`config.mk`:
```
export PLATFORM = sky130hd
export DESIGN_NAME = mic_top
export DESIGN_NICKNAME = d
export VERILOG_FILES = /design/src/pkg/mic_pkg.sv /design/src/rtl/mic_top.sv /design/src/rtl/mic_edge_latch.sv /design/src/rtl/mic_prio.sv
export SDC_FILE = /design/constraint.sdc
export NUM_CORES = 1
export LEC_CHECK = 0
export BUFFER_PORTS_ARGS = -buffer_cell sky130_fd_sc_hd__buf_2
export CORE_MARGIN = 2
export CORE_UTILIZATION = 49
export DETAILED_ROUTE_END_ITERATION = 10
export MAX_ROUTING_LAYER = met4
export PLACE_DENSITY_LB_ADDON = 0.25
export SLEW_MARGIN = 10
export SYNTH_ARGS = -nofsm -noshare
export SYNTH_HDL_FRONTEND = slang
export SYNTH_SLANG_ARGS = --single-unit
```
`constraint.sdc`:
```
create_clock -name clock -period 2.25 [get_ports clock]
set_input_delay 0.45 -clock clock [delete_from_list [all_inputs] [get_ports clock]]
set_output_delay 0.45 -clock clock [all_outputs]
set_load 0.005 [all_outputs]
```
`src/pkg/mic_pkg.sv`:
```
// Purpose: shared constants and types of the interrupt controller
// Assumes: one 100 MHz core clock
// Notes: vector addresses are 12-bit program addresses
package mic_pkg;
   localparam int NUM_VEC = 5;
   localparam logic [11:0] VEC_ADDR_NMI = 12'hFFC;
   localparam logic [11:0] VEC_ADDR_V1 = 12'hFF6;
   localparam logic [11:0] VEC_ADDR_V2 = 12'hFF4;
   localparam logic [11:0] VEC_ADDR_V3 = 12'hFF2;
   localparam logic [11:0] VEC_ADDR_V4 = 12'hFF0;
   localparam int OPT_LES_BIT = 6;
   localparam int OPT_ESB_BIT = 5;
   localparam int OPT_GEN_BIT = 4;
   localparam logic [7:0] OPT_RESET = 8'h00;
   localparam int CPU_CYC_CLKS = 13;
   localparam int RESP_MIN_CPU = 6;
   localparam int RESP_MAX_CPU = 11;
   localparam int RESP_MIN_CLKS = RESP_MIN_CPU * CPU_CYC_CLKS;
   localparam int RESP_MAX_CLKS = RESP_MAX_CPU * CPU_CYC_CLKS;
   localparam int LDI_CLR_CYCLES = 4;
   localparam int LDI_CLR_LATE = 3;
   localparam logic [2:0] SRC_NONE = 3'h0;
   localparam logic [2:0] SRC_V1 = 3'h1;
   localparam logic [2:0] SRC_V2 = 3'h2;
   localparam logic [2:0] SRC_V3 = 3'h3;
   localparam logic [2:0] SRC_V4 = 3'h4;
   localparam logic [2:0] SRC_NMI = 3'h5;
   typedef enum logic [3:0] {
      MIC_NORMAL = 4'h1,
      MIC_ENTRY = 4'h2,
      MIC_MASK_ISR = 4'h4,
      MIC_NMI_ISR = 4'h8
   } mic_state_t;
   typedef struct packed {
      logic vec1_level_edge_select;
      logic vec2_edge_polarity;
      logic global_irq_enable;
   } mic_opt_t;
   typedef struct packed {
      logic valid;
      logic [2:0] src;
      logic [11:0] addr;
      logic keep_normal_flags;
   } mic_entry_t;
endpackage

```
`src/rtl/mic_top.sv`:
```
// Purpose: interrupt controller of a small 8-bit core
// Assumes: all inputs synchronous to clock; core handshakes by strobes
// Notes: plain ports, no register bus
// Contract
// - four maskable vectors plus one non-maskable
// - requests latched while disabled, served later
// - reset pre-empts every service routine
// - nmi top priority, never nests itself
// - maskable never nest; vector 1 highest
// - any request wakes wait when global enable set; some wake stop
// - nmi falling edge sets request flip-flop
// - peripheral request needs flag, enable, global
// - port vectors need global enable; wake stop
// - vector 1 edge or level selectable
// - vector 2 edge only, polarity selectable
// - edge latch holds one request, cleared on entry
// - level mode stores nothing, sampled at boundary
// - switching to rising edge latches spurious request
// - vector 2 pins combined; held level masks others
// - reconfig of low pin latches spurious request
// - entry switches flags, pushes pc, loads vector
// - return restores interrupted routine
// - early option clear keeps normal flags
// - response takes 6 to 11 cpu cycles
// - option bit 6 selects low-level on vector 1
// - option bit 5 selects rising edge on vector 2
// - option bit 4 global enable, reset zero
// - fixed vector addresses per source
`timescale 1ns/1ns
module mic_top
   import mic_pkg::*;
#(
   parameter int V2_PINS = 8
)
(
   input wire logic clock,
   input wire logic reset,
   input wire logic nmi_n,
   input wire logic porta_irq_n,
   input wire logic [V2_PINS-1:0] portb_pin,
   input wire logic [V2_PINS-1:0] portb_irq_en,
   input wire logic opt_wr,
   input wire logic [7:0] opt_wdata,
   input wire logic opt_wr_early,
   input wire logic timer_flag,
   input wire logic timer_en,
   input wire logic timer_stop_wake,
   input wire logic adc_flag,
   input wire logic adc_en,
   input wire logic adc_stop_wake,
   input wire logic instr_done,
   input wire logic entry_ack,
   input wire logic return_from_irq,
   input wire logic in_wait,
   input wire logic in_stop,
   output logic irq_take,
   output logic [11:0] vec_addr_ff,
   output logic [2:0] vec_src_ff,
   output logic push_pc,
   output logic use_irq_flags_ff,
   output logic use_nmi_flags_ff,
   output logic keep_normal_flags_ff,
   output logic maskable_inhibit,
   output logic wake,
   output logic global_irq_enable,
   output logic [7:0] resp_cnt_ff
);
   mic_state_t state_ff;
   mic_state_t nxt_state;
   mic_state_t ret_state_ff;
   mic_opt_t opt_ff;
   logic nmi_prev_ff;
   logic nmi_req_ff;
   logic v1_req;
   logic v1_edge_req;
   logic v2_req;
   logic v2_any;
   logic v2_prev_en_any_ff;
   logic v2_spur;
   logic v1_level_hit;
   logic [3:0] pend;
   logic [2:0] pick;
   logic nmi_edge;
   logic take_nmi;
   logic take_mask;
   logic clr_v1;
   logic clr_v2;
   logic [V2_PINS-1:0] en_prev_ff;
   logic [V2_PINS-1:0] reconf;

   assign global_irq_enable = opt_ff.global_irq_enable;

   // option register, write only, reset to zero
   always_ff @(posedge clock)
   begin
      if (reset)
         opt_ff <= mic_opt_t'(3'h0);
      else if (opt_wr)
      begin
         opt_ff.vec1_level_edge_select <= opt_wdata[OPT_LES_BIT];
         opt_ff.vec2_edge_polarity <= opt_wdata[OPT_ESB_BIT];
         opt_ff.global_irq_enable <= opt_wdata[OPT_GEN_BIT];
      end
   end

   // nmi falling edge flip-flop, independent of enable
   assign nmi_edge = nmi_prev_ff & ~nmi_n;
   always_ff @(posedge clock)
   begin
      if (reset)
         nmi_prev_ff <= 1'b1;
      else
         nmi_prev_ff <= nmi_n;
   end
   always_ff @(posedge clock)
   begin
      if (reset)
         nmi_req_ff <= 1'b0;
      else if (nmi_edge)
         nmi_req_ff <= 1'b1;
      else if (take_nmi && entry_ack)
         nmi_req_ff <= 1'b0;
   end

   // vector 1: falling edge latch or sampled low level
   assign clr_v1 = take_mask && entry_ack && pick == SRC_V1;
   mic_edge_latch u_v1 (
      .clock(clock),
      .reset(reset),
      .line(porta_irq_n),
      .rising(1'b0),
      .force_set(1'b0),
      .clr(clr_v1 | opt_ff.vec1_level_edge_select),
      .req_ff(v1_edge_req)
   );
   assign v1_level_hit = ~porta_irq_n & instr_done;
   assign v1_req = opt_ff.vec1_level_edge_select ? v1_level_hit
                   : v1_edge_req;

   // vector 2: enabled pins combined into one line
   assign v2_any = opt_ff.vec2_edge_polarity
                   ? |(portb_pin & portb_irq_en)
                   : ~|(~portb_pin & portb_irq_en);
   always_ff @(posedge clock)
   begin
      if (reset)
         en_prev_ff <= '0;
      else
         en_prev_ff <= portb_irq_en;
   end
   always_ff @(posedge clock)
   begin
      if (reset)
         v2_prev_en_any_ff <= 1'b0;
      else
         v2_prev_en_any_ff <= |portb_irq_en;
   end
   assign reconf = (en_prev_ff ^ portb_irq_en) & ~portb_pin;
   assign v2_spur = (|reconf)
      | (opt_wr && opt_wdata[OPT_ESB_BIT] && !opt_ff.vec2_edge_polarity
         && v2_prev_en_any_ff);
   assign clr_v2 = take_mask && entry_ack && pick == SRC_V2;
   mic_edge_latch u_v2 (
      .clock(clock),
      .reset(reset),
      .line(v2_any),
      .rising(opt_ff.vec2_edge_polarity),
      .force_set(v2_spur),
      .clr(clr_v2),
      .req_ff(v2_req)
   );

   // pending maskable set, requests held regardless of global enable
   assign pend = {adc_flag & adc_en, timer_flag & timer_en,
                  v2_req, v1_req};
   mic_prio u_prio (
      .pend(pend),
      .src(pick)
   );

   // grants: nmi over maskable, nmi nests only into a maskable routine
   assign take_nmi = nmi_req_ff && state_ff != MIC_NMI_ISR
                     && state_ff != MIC_ENTRY && instr_done;
   assign take_mask = !take_nmi && state_ff == MIC_NORMAL && instr_done
                      && opt_ff.global_irq_enable
                      && pick != SRC_NONE;
   assign irq_take = take_nmi | take_mask;
   assign maskable_inhibit = state_ff != MIC_NORMAL;
   assign push_pc = irq_take & entry_ack;

   // wake from wait or stop
   always_comb
   begin
      wake = 1'b0;
      if (in_wait)
         wake = opt_ff.global_irq_enable & ((|pend) | nmi_req_ff);
      else if (in_stop)
         wake = opt_ff.global_irq_enable & (v1_req | v2_req | nmi_req_ff
            | (pend[2] & timer_stop_wake)
            | (pend[3] & adc_stop_wake));
   end

   // vector address and source for the core
   always_ff @(posedge clock)
   begin
      if (reset)
      begin
         vec_addr_ff <= 12'h000;
         vec_src_ff <= SRC_NONE;
      end
      else if (take_nmi && entry_ack)
      begin
         vec_addr_ff <= VEC_ADDR_NMI;
         vec_src_ff <= SRC_NMI;
      end
      else if (take_mask && entry_ack)
      begin
         vec_src_ff <= pick;
         case (pick)
            SRC_V1: vec_addr_ff <= VEC_ADDR_V1;
            SRC_V2: vec_addr_ff <= VEC_ADDR_V2;
            SRC_V3: vec_addr_ff <= VEC_ADDR_V3;
            SRC_V4: vec_addr_ff <= VEC_ADDR_V4;
            default: vec_addr_ff <= 12'h000;
         endcase
      end
   end

   // state machine: accept goes straight to service, return unwinds one level
   always_comb
   begin
      nxt_state = state_ff;
      case (state_ff)
         MIC_NORMAL:
            if (irq_take && entry_ack)
               nxt_state = take_nmi ? MIC_NMI_ISR : MIC_MASK_ISR;
         MIC_MASK_ISR:
            if (take_nmi && entry_ack)
               nxt_state = MIC_NMI_ISR;
            else if (return_from_irq)
               nxt_state = MIC_NORMAL;
         MIC_NMI_ISR:
            if (return_from_irq)
               nxt_state = ret_state_ff;
         MIC_ENTRY:
            nxt_state = MIC_NORMAL;
         default:
            nxt_state = MIC_NORMAL;
      endcase
   end
   always_ff @(posedge clock)
   begin
      if (reset)
         state_ff <= MIC_NMI_ISR;
      else
         state_ff <= nxt_state;
   end
   always_ff @(posedge clock)
   begin
      if (reset)
         ret_state_ff <= MIC_NORMAL;
      else if (take_nmi && entry_ack)
         ret_state_ff <= (state_ff == MIC_MASK_ISR) ? MIC_MASK_ISR
                         : MIC_NORMAL;
   end

   // flag set selection
   always_ff @(posedge clock)
   begin
      if (reset)
      begin
         use_irq_flags_ff <= 1'b0;
         use_nmi_flags_ff <= 1'b1;
      end
      else
      begin
         use_nmi_flags_ff <= nxt_state == MIC_NMI_ISR;
         use_irq_flags_ff <= nxt_state == MIC_MASK_ISR
                             && !(take_mask && entry_ack
                                  && opt_wr_early);
      end
   end
   always_ff @(posedge clock)
   begin
      if (reset)
         keep_normal_flags_ff <= 1'b0;
      else if (take_mask && entry_ack)
         keep_normal_flags_ff <= opt_wr_early;
      else if (nxt_state == MIC_NORMAL)
         keep_normal_flags_ff <= 1'b0;
   end

   // response timer in core clocks, from grant to vector fetch
   always_ff @(posedge clock)
   begin
      if (reset)
         resp_cnt_ff <= 8'h00;
      else if (irq_take && entry_ack)
         resp_cnt_ff <= 8'h01;
      else if (resp_cnt_ff != 8'h00
               && resp_cnt_ff < 8'(RESP_MAX_CLKS))
         resp_cnt_ff <= resp_cnt_ff + 8'h01;
      else
         resp_cnt_ff <= 8'h00;
   end
endmodule

```
`src/rtl/mic_edge_latch.sv`:
```
// Purpose: edge request latch with collapse of repeated edges
// Assumes: input sampled on the core clock
// Notes: set wins over clear
`timescale 1ns/1ns
module mic_edge_latch
   import mic_pkg::*;
(
   input wire logic clock,
   input wire logic reset,
   input wire logic line,
   input wire logic rising,
   input wire logic force_set,
   input wire logic clr,
   output logic req_ff
);
   logic prev_ff;
   logic hit;
   always_ff @(posedge clock)
   begin
      if (reset)
         prev_ff <= 1'b1;
      else
         prev_ff <= line;
   end
   assign hit = (rising ? (line & ~prev_ff) : (~line & prev_ff)) | force_set;
   always_ff @(posedge clock)
   begin
      if (reset)
         req_ff <= 1'b0;
      else if (hit)
         req_ff <= 1'b1;
      else if (clr)
         req_ff <= 1'b0;
   end
endmodule

```
`src/rtl/mic_prio.sv`:
```
// Purpose: fixed priority pick among pending maskable vectors
// Assumes: bit 0 is vector #1
// Notes: combinational
`timescale 1ns/1ns
module mic_prio
   import mic_pkg::*;
(
   input wire logic [3:0] pend,
   output logic [2:0] src
);
   always_comb
   begin
      if (pend[0])
         src = SRC_V1;
      else if (pend[1])
         src = SRC_V2;
      else if (pend[2])
         src = SRC_V3;
      else if (pend[3])
         src = SRC_V4;
      else
         src = SRC_NONE;
   end
endmodule

```
==> Word level (Yosys, flattened, before mapping) <==
Index checks and enable logic that the tools add are counted.
{ "totals": {"output_inout_bits": 31, "regBits": 52, "wordCells": 135, "in_bits": 41} }
{ "classes": {"mux": 31, "n_reduce_logical": 36, "bitwise": 31, "n_lt_le_gt_ge": 1, "n_eq_ne": 13, "n_addsub": 1} }
{ "op_table": {"columns": ["op", "n"], "rows": [
  ["$pmux 12 s4", 1],
  ["$reduce_or 8->1", 4],
  ["$and 8x8->8", 3],
  ["$mux 12", 2],
  ["$mux 3", 7],
  ["$mux 4", 5],
  ["$logic_and 1x1->1", 18],
  ["$mux 1", 15],
  ["$and 1x1->1", 12],
  ["$pmux 4 s3", 1],
  ["$reduce_bool 2->1", 5],
  ["$or 1x1->1", 9],
  ["$add 8x1->8 const B", 1],
  ["$eq 4x1->1 const B", 2],
  ["$eq 4x3->1 const B", 2],
  ["$eq 4x4->1 const B", 2],
  ["$lt 8x8->1 const B", 1],
  ["$not 8->8", 1],
  ["$reduce_bool 8->1", 1],
  ["$xor 8x8->8", 1],
  ["$eq 3x2->1 const B", 2],
  ["$not 1->1", 5],
  ["$logic_not 1->1", 4],
  ["$ne 4x1->1 const B", 1],
  ["other kinds (8)", 8]
]} }

==> Depth between registers and ports, before layout <==
{ "depth": {"depth_word": 16, "ltp_mapped": 7, "mapped_depth_nobuf": 6} }

==> By module <==
From an unflattened synthesis, not the netlist that was laid out.
{ "hier_totals": {"hier_cells": 249, "hier_area_um2": 2215.9} }
{ "by_module_without_submodules": {"columns": ["module", "instances", "seq_area_each_um2", "area_per_inst_um2", "cells_each"], "rows": [
  ["mic_top", 1, 760.7, 2003.2, 228],
  ["mic_edge_latch", 2, 40.0, 88.8, 8],
  ["mic_prio", 1, 0.0, 35.0, 5]
]} }

==> Worst setup path after synthesis <==
Ideal clock, no wire load.
{ "synth_timing": {"kind": "input -> register", "startpoint": "input port timer_flag", "endpoint": "register resp_cnt_ff[2]", "path_stages": 6, "t_arrival_ps": 1649, "slack_ps": 537, "setup_ps": 64, "path_cell_list": "a221oi_4 > a31oi_1 > a31o_2 > or2_1 > buf_6 > nor2_1"} }
{ "synth_between": {"elab_chain_cells": 9} }
{ "synth_rtl": {"columns": ["element", "line_no", "text"], "rows": [
  ["start: declaration", "mic_top.sv:45", "input wire logic timer_flag,"],
  ["$and 1x1->1", "mic_top.sv:174", "assign pend = {adc_flag & adc_en, timer_flag & timer_en,"],
  ["$mux 3", "mic_prio.sv:17", "else if (pend[2])"],
  ["$mux 3", "mic_prio.sv:15", "else if (pend[1])"],
  ["$mux 3", "mic_prio.sv:13", "if (pend[0])"],
  ["$reduce_bool 3->1", "mic_top.sv:186", "&& pick != SRC_NONE;"],
  ["$logic_and 1x1->1", "mic_top.sv:186", null],
  ["$or 1x1->1", "mic_top.sv:187", "assign irq_take = take_nmi | take_mask;"],
  ["$logic_and 1x1->1", "mic_top.sv:298", "else if (irq_take && entry_ack)"],
  ["$reduce_or 3->1 (no line)", null, null],
  ["end signal: assignment", "mic_top.sv:302", "resp_cnt_ff <= resp_cnt_ff + 8'h01;"],
  ["end: declaration", "mic_top.sv:66", "output logic [7:0] resp_cnt_ff"]
]} }
No other way between the ends.
A chain may end at the register's enable or synchronous reset.

==> Worst setup path in the final report <==
{ "layout_timing": {"startpoint": "register u_v2.req_ff", "endpoint": "output port push_pc"} }
{ "layout_between": {"elab_chain_cells": 6} }
{ "layout_rtl": {"columns": ["element", "line_no", "text"], "rows": [
  ["start: declaration", "mic_edge_latch.sv:14", "output logic req_ff"],
  ["start signal: assignment", "mic_edge_latch.sv:29", "req_ff <= 1'b0;"],
  ["start signal: assignment", "mic_edge_latch.sv:31", "req_ff <= 1'b1;"],
  ["start signal: assignment", "mic_edge_latch.sv:33", "req_ff <= 1'b0;"],
  ["$mux 3", "mic_prio.sv:15", null],
  ["$mux 3", "mic_prio.sv:13", null],
  ["$reduce_bool 3->1", "mic_top.sv:186", null],
  ["$logic_and 1x1->1", "mic_top.sv:186", null],
  ["$or 1x1->1", "mic_top.sv:187", null],
  ["$and 1x1->1", "mic_top.sv:189", "assign push_pc = irq_take & entry_ack;"],
  ["end: declaration", "mic_top.sv:59", "output logic push_pc,"]
]} }
No other way between the ends.

==> key figures <==
Hold path
  • Hold Crit Class: in -> reg

Routing
  • DRT antenna net count: 0
  • Routed WL: ~4.4 mm
  • Drc violations: 0
  • Avg WL per Cell: 12.8 um
  • 1st-iter DRT viols: 64
  • First-pass detailed-route iteration total: 4
  • Via Count: 1805
  • Vias per cell: 5.20

Global routing
  • Vias in the first global route: 1675
  • Largest net degree at the start of global routing: 26
  • Total GRT Usage: between 20% and 30%
  • Initial antenna violation count: 0
  • Overflow left after global routing: 0
  • First-pass GRT wire length: roughly 7.3 mm

Critical path
  • Worst-path maximum fanout: 6
  • Crit. End Element: primary output
  • Top cell family by delay on the critical path: compound AO/OA/AOI/OAI gates
  • CP Launch Type: flop
  • Critical path type: reg -> out
  • Critical path's slowest cell: dfxtp_1
  • Critical path buffers and inverters: 1
  • Data required time of the worst path: 1.80 ns
  • Crit path largest cell delay: 0.39 ns
  • Crit-path cells: a221oi_4, a31oi_1, a31o_2, buf_2
  • Worst Path Arrival: 1.58 ns

Timing
  • Final critical-path share of the clock period: between 90% and 100%
  • Total Neg Setup Slack: 0 ns
  • Clk_skew: approximately 0.012 ns
  • Final Hold Viols: 0
  • # setup viols final: 0
  • RSZ-0062 raised after global routing: no
  • Fin. max-slew vios: 0
  • Min Tclk post-route: 2.03 ns
  • FMAX: ~500 MHz

Flow run
  • MaxCap Viol Count: 0

Power
  • Pwr dens: 648 nW/um2
  • Peak VDD IR: 0.478 mV
  • Leak pwr: between 1 and 1.5 nW

Synth
  • Top cells by count, synth: dfxtp_1 (42), nor2_1 (33), inv_1 (15), nand2_1 (12), xnor2_1 (12)
  • #FFs+latches synth: 42
  • Share of the synthesized area in the top cell type: around two fifths
  • Asr flop ratio synth: 0%
  • Synth Cell Area: between 2000 and 2500 um2
  • Synthesized instance count: 231
  • Post-synthesis area per instance: 8.67 um2
  • Area contributors post-synth: dfxtp_1 (42%), nor2_1 (6.2%), xnor2_1 (5.2%), buf_4 (3.0%), inv_1 (2.8%)
  • Post-synth EDFFs: 0
  • Unique cell type count in the Yosys netlist: 49
  • Syn. warnings: 0
  • Post-synth top area cell: dfxtp_1
  • Most used DFF post-synth: dfxtp_1
  • Sequential-to-total area share from yosys stat: between 40% and 50%
  • Count leader, synth: dfxtp_1

Floorplanning
  • FP Rows: 23
  • Die area: 4610 um2
  • Die Wd: 67.9 um
  • Initial Utilization: approximately half
  • I/O pin total: 72
  • Core footprint: 3970 um2
  • Die height: 67.9 um

CTS
  • Worst-Skew Late Latency: 0.30 ns
  • Postcts setup bufs: 0
  • Total CTS buffers: 5
  • CTS tree: built
  • Longest Clk Path Bufs: 2
  • Post-cts sizing count: 0
  • Hold_buf cts: 0
  • Number of H-tree levels: 2
  • CTS root buf: clkbuf_8
  • Sink Count: 42
  • Worst-path clk slew: 0.09 ns

Place
  • GPL Wtd Cong: 0.859
  • Placed Area: 2340 um2
  • Port bufs: between 60 and 70
  • Dpl hpwl: 3.35 mm

Layout
  • Final #Nets: 339
  • Antenna cell count: 0
  • Fin area: roughly 2500 um2
  • Share of cells above drive strength 1: between 20% and 30%
  • Area delta synth->final: 22.4%

Status
  • Outcome: finished clean
[where the power goes]
| part | internal [mW] | switching, mW |
|---|---|---|
| clock network | 0.331 | 0.259 |
| registers | 0.773 | 0.0229 |
| logic | 0.0968 | 0.104 |
[worst register-to-register path, cell delays in order (launching register included)]
cell and delay [ns]:
dfxtp_1 0.44, xor2_1 0.21, a21oi_1 0.11, buf_4 0.18
o31ai_1 0.39, nor2_2 0.08, a2111oi_2 0.28
[state kept, by name, summed over array words and instances (netlist names), 2 cells and up]
register,flops
state_ff,4
vec_src_ff,3
resp_cnt_ff,8
en_prev_ff,8
ret_state_ff,2
opt_ff,2
vec_addr_ff,4
[per-stage QoR]
stage | power (mW) | hold slack (ns) | setup WS (ns) | util, % | std cells
6_report | 1.59 | 0.350 | 0.220 | 61.7 | 347
5_1_grt | 1.66 | 0.350 | 0.144 | 61.7 | 347
4_1_cts | 1.60 | 0.346 | 0.210 | 61.7 | 347
3_5_place_dp | 1.01 | 0.434 | 0.246 | 58.9 | 339
3_3_place_gp | 1.01 | 0.424 | 0.248 | 58.9 | 339
2_1_floorplan | 0.928 | 0.419 | 0.537 | - | 232
[path summary, 6_finish.rpt]
kind,start,end,slack [ns],cells after the start
worst max-delay path,u_v2.req_ff$_SDFFE_PP0P_,push_pc,0.22,4
worst max register to register,state_ff[3]$_SDFF_PP1_,use_irq_flags_ff$_SDFF_PP0_,0.47,6
worst min-delay path,nmi_n,nmi_prev_ff$_SDFF_PP1_,0.35,2
worst min register to register,u_v1.prev_ff$_SDFF_PP1_,u_v1.req_ff$_SDFFE_PP0P_,0.44,2
[cell usage in the layout (no fill, tap or decap), types with 5 or more instances in the layout]
cell and instances:
a31oi_1 6, nor2b_1 7, o21ai_0 7, nor3_1 7, buf_2 65, o22ai_1 6
a21oi_1 8, xnor2_1 12, nand2_1 12, nand2b_1 7, nor2_1 33, inv_1 15
clkbuf_8 5, dfxtp_1 42
[area by class of cell]
| class | instances | area (um2) |
|---|---|---|
| fill | 368 | 1520 |
| clock inverter | 2 | 37.5 |
| tap | 50 | 62.6 |
| clock buffer | 6 | 72.6 |
| inverter | 15 | 56.3 |
| timing repair buffer | 69 | 355 |
| multi-input combinational | 163 | 1030 |
| sequential | 42 | 841 |
[layer usage]
layer | vias to the layer above | wire [um] | part of all wire (%) | GRT usage (%)
li1 | 924 | - | - | -
met3 | 8 | 254 | 5.7 | 3.95
met4 | 0 | 78 | 1.8 | 9.00
met2 | 47 | 1970 | 44 | 34.6
met1 | 826 | 2140 | 48 | 27.6
met5 | - | 0 | 0 | -
[cells by family after synthesis]
group | Yosys count | synth area share [%]
buf+inv | 27 | 6.94
other cells | 1 | 0.187
flops | 42 | 42.0
mux | 4 | 2.00
fa+ha+maj | 2 | 1.25
xor+xnor | 15 | 6.56
compound gates | 46 | 16.4
simple gates | 94 | 24.6
Note: power is estimated with default switching activity, not from simulation.
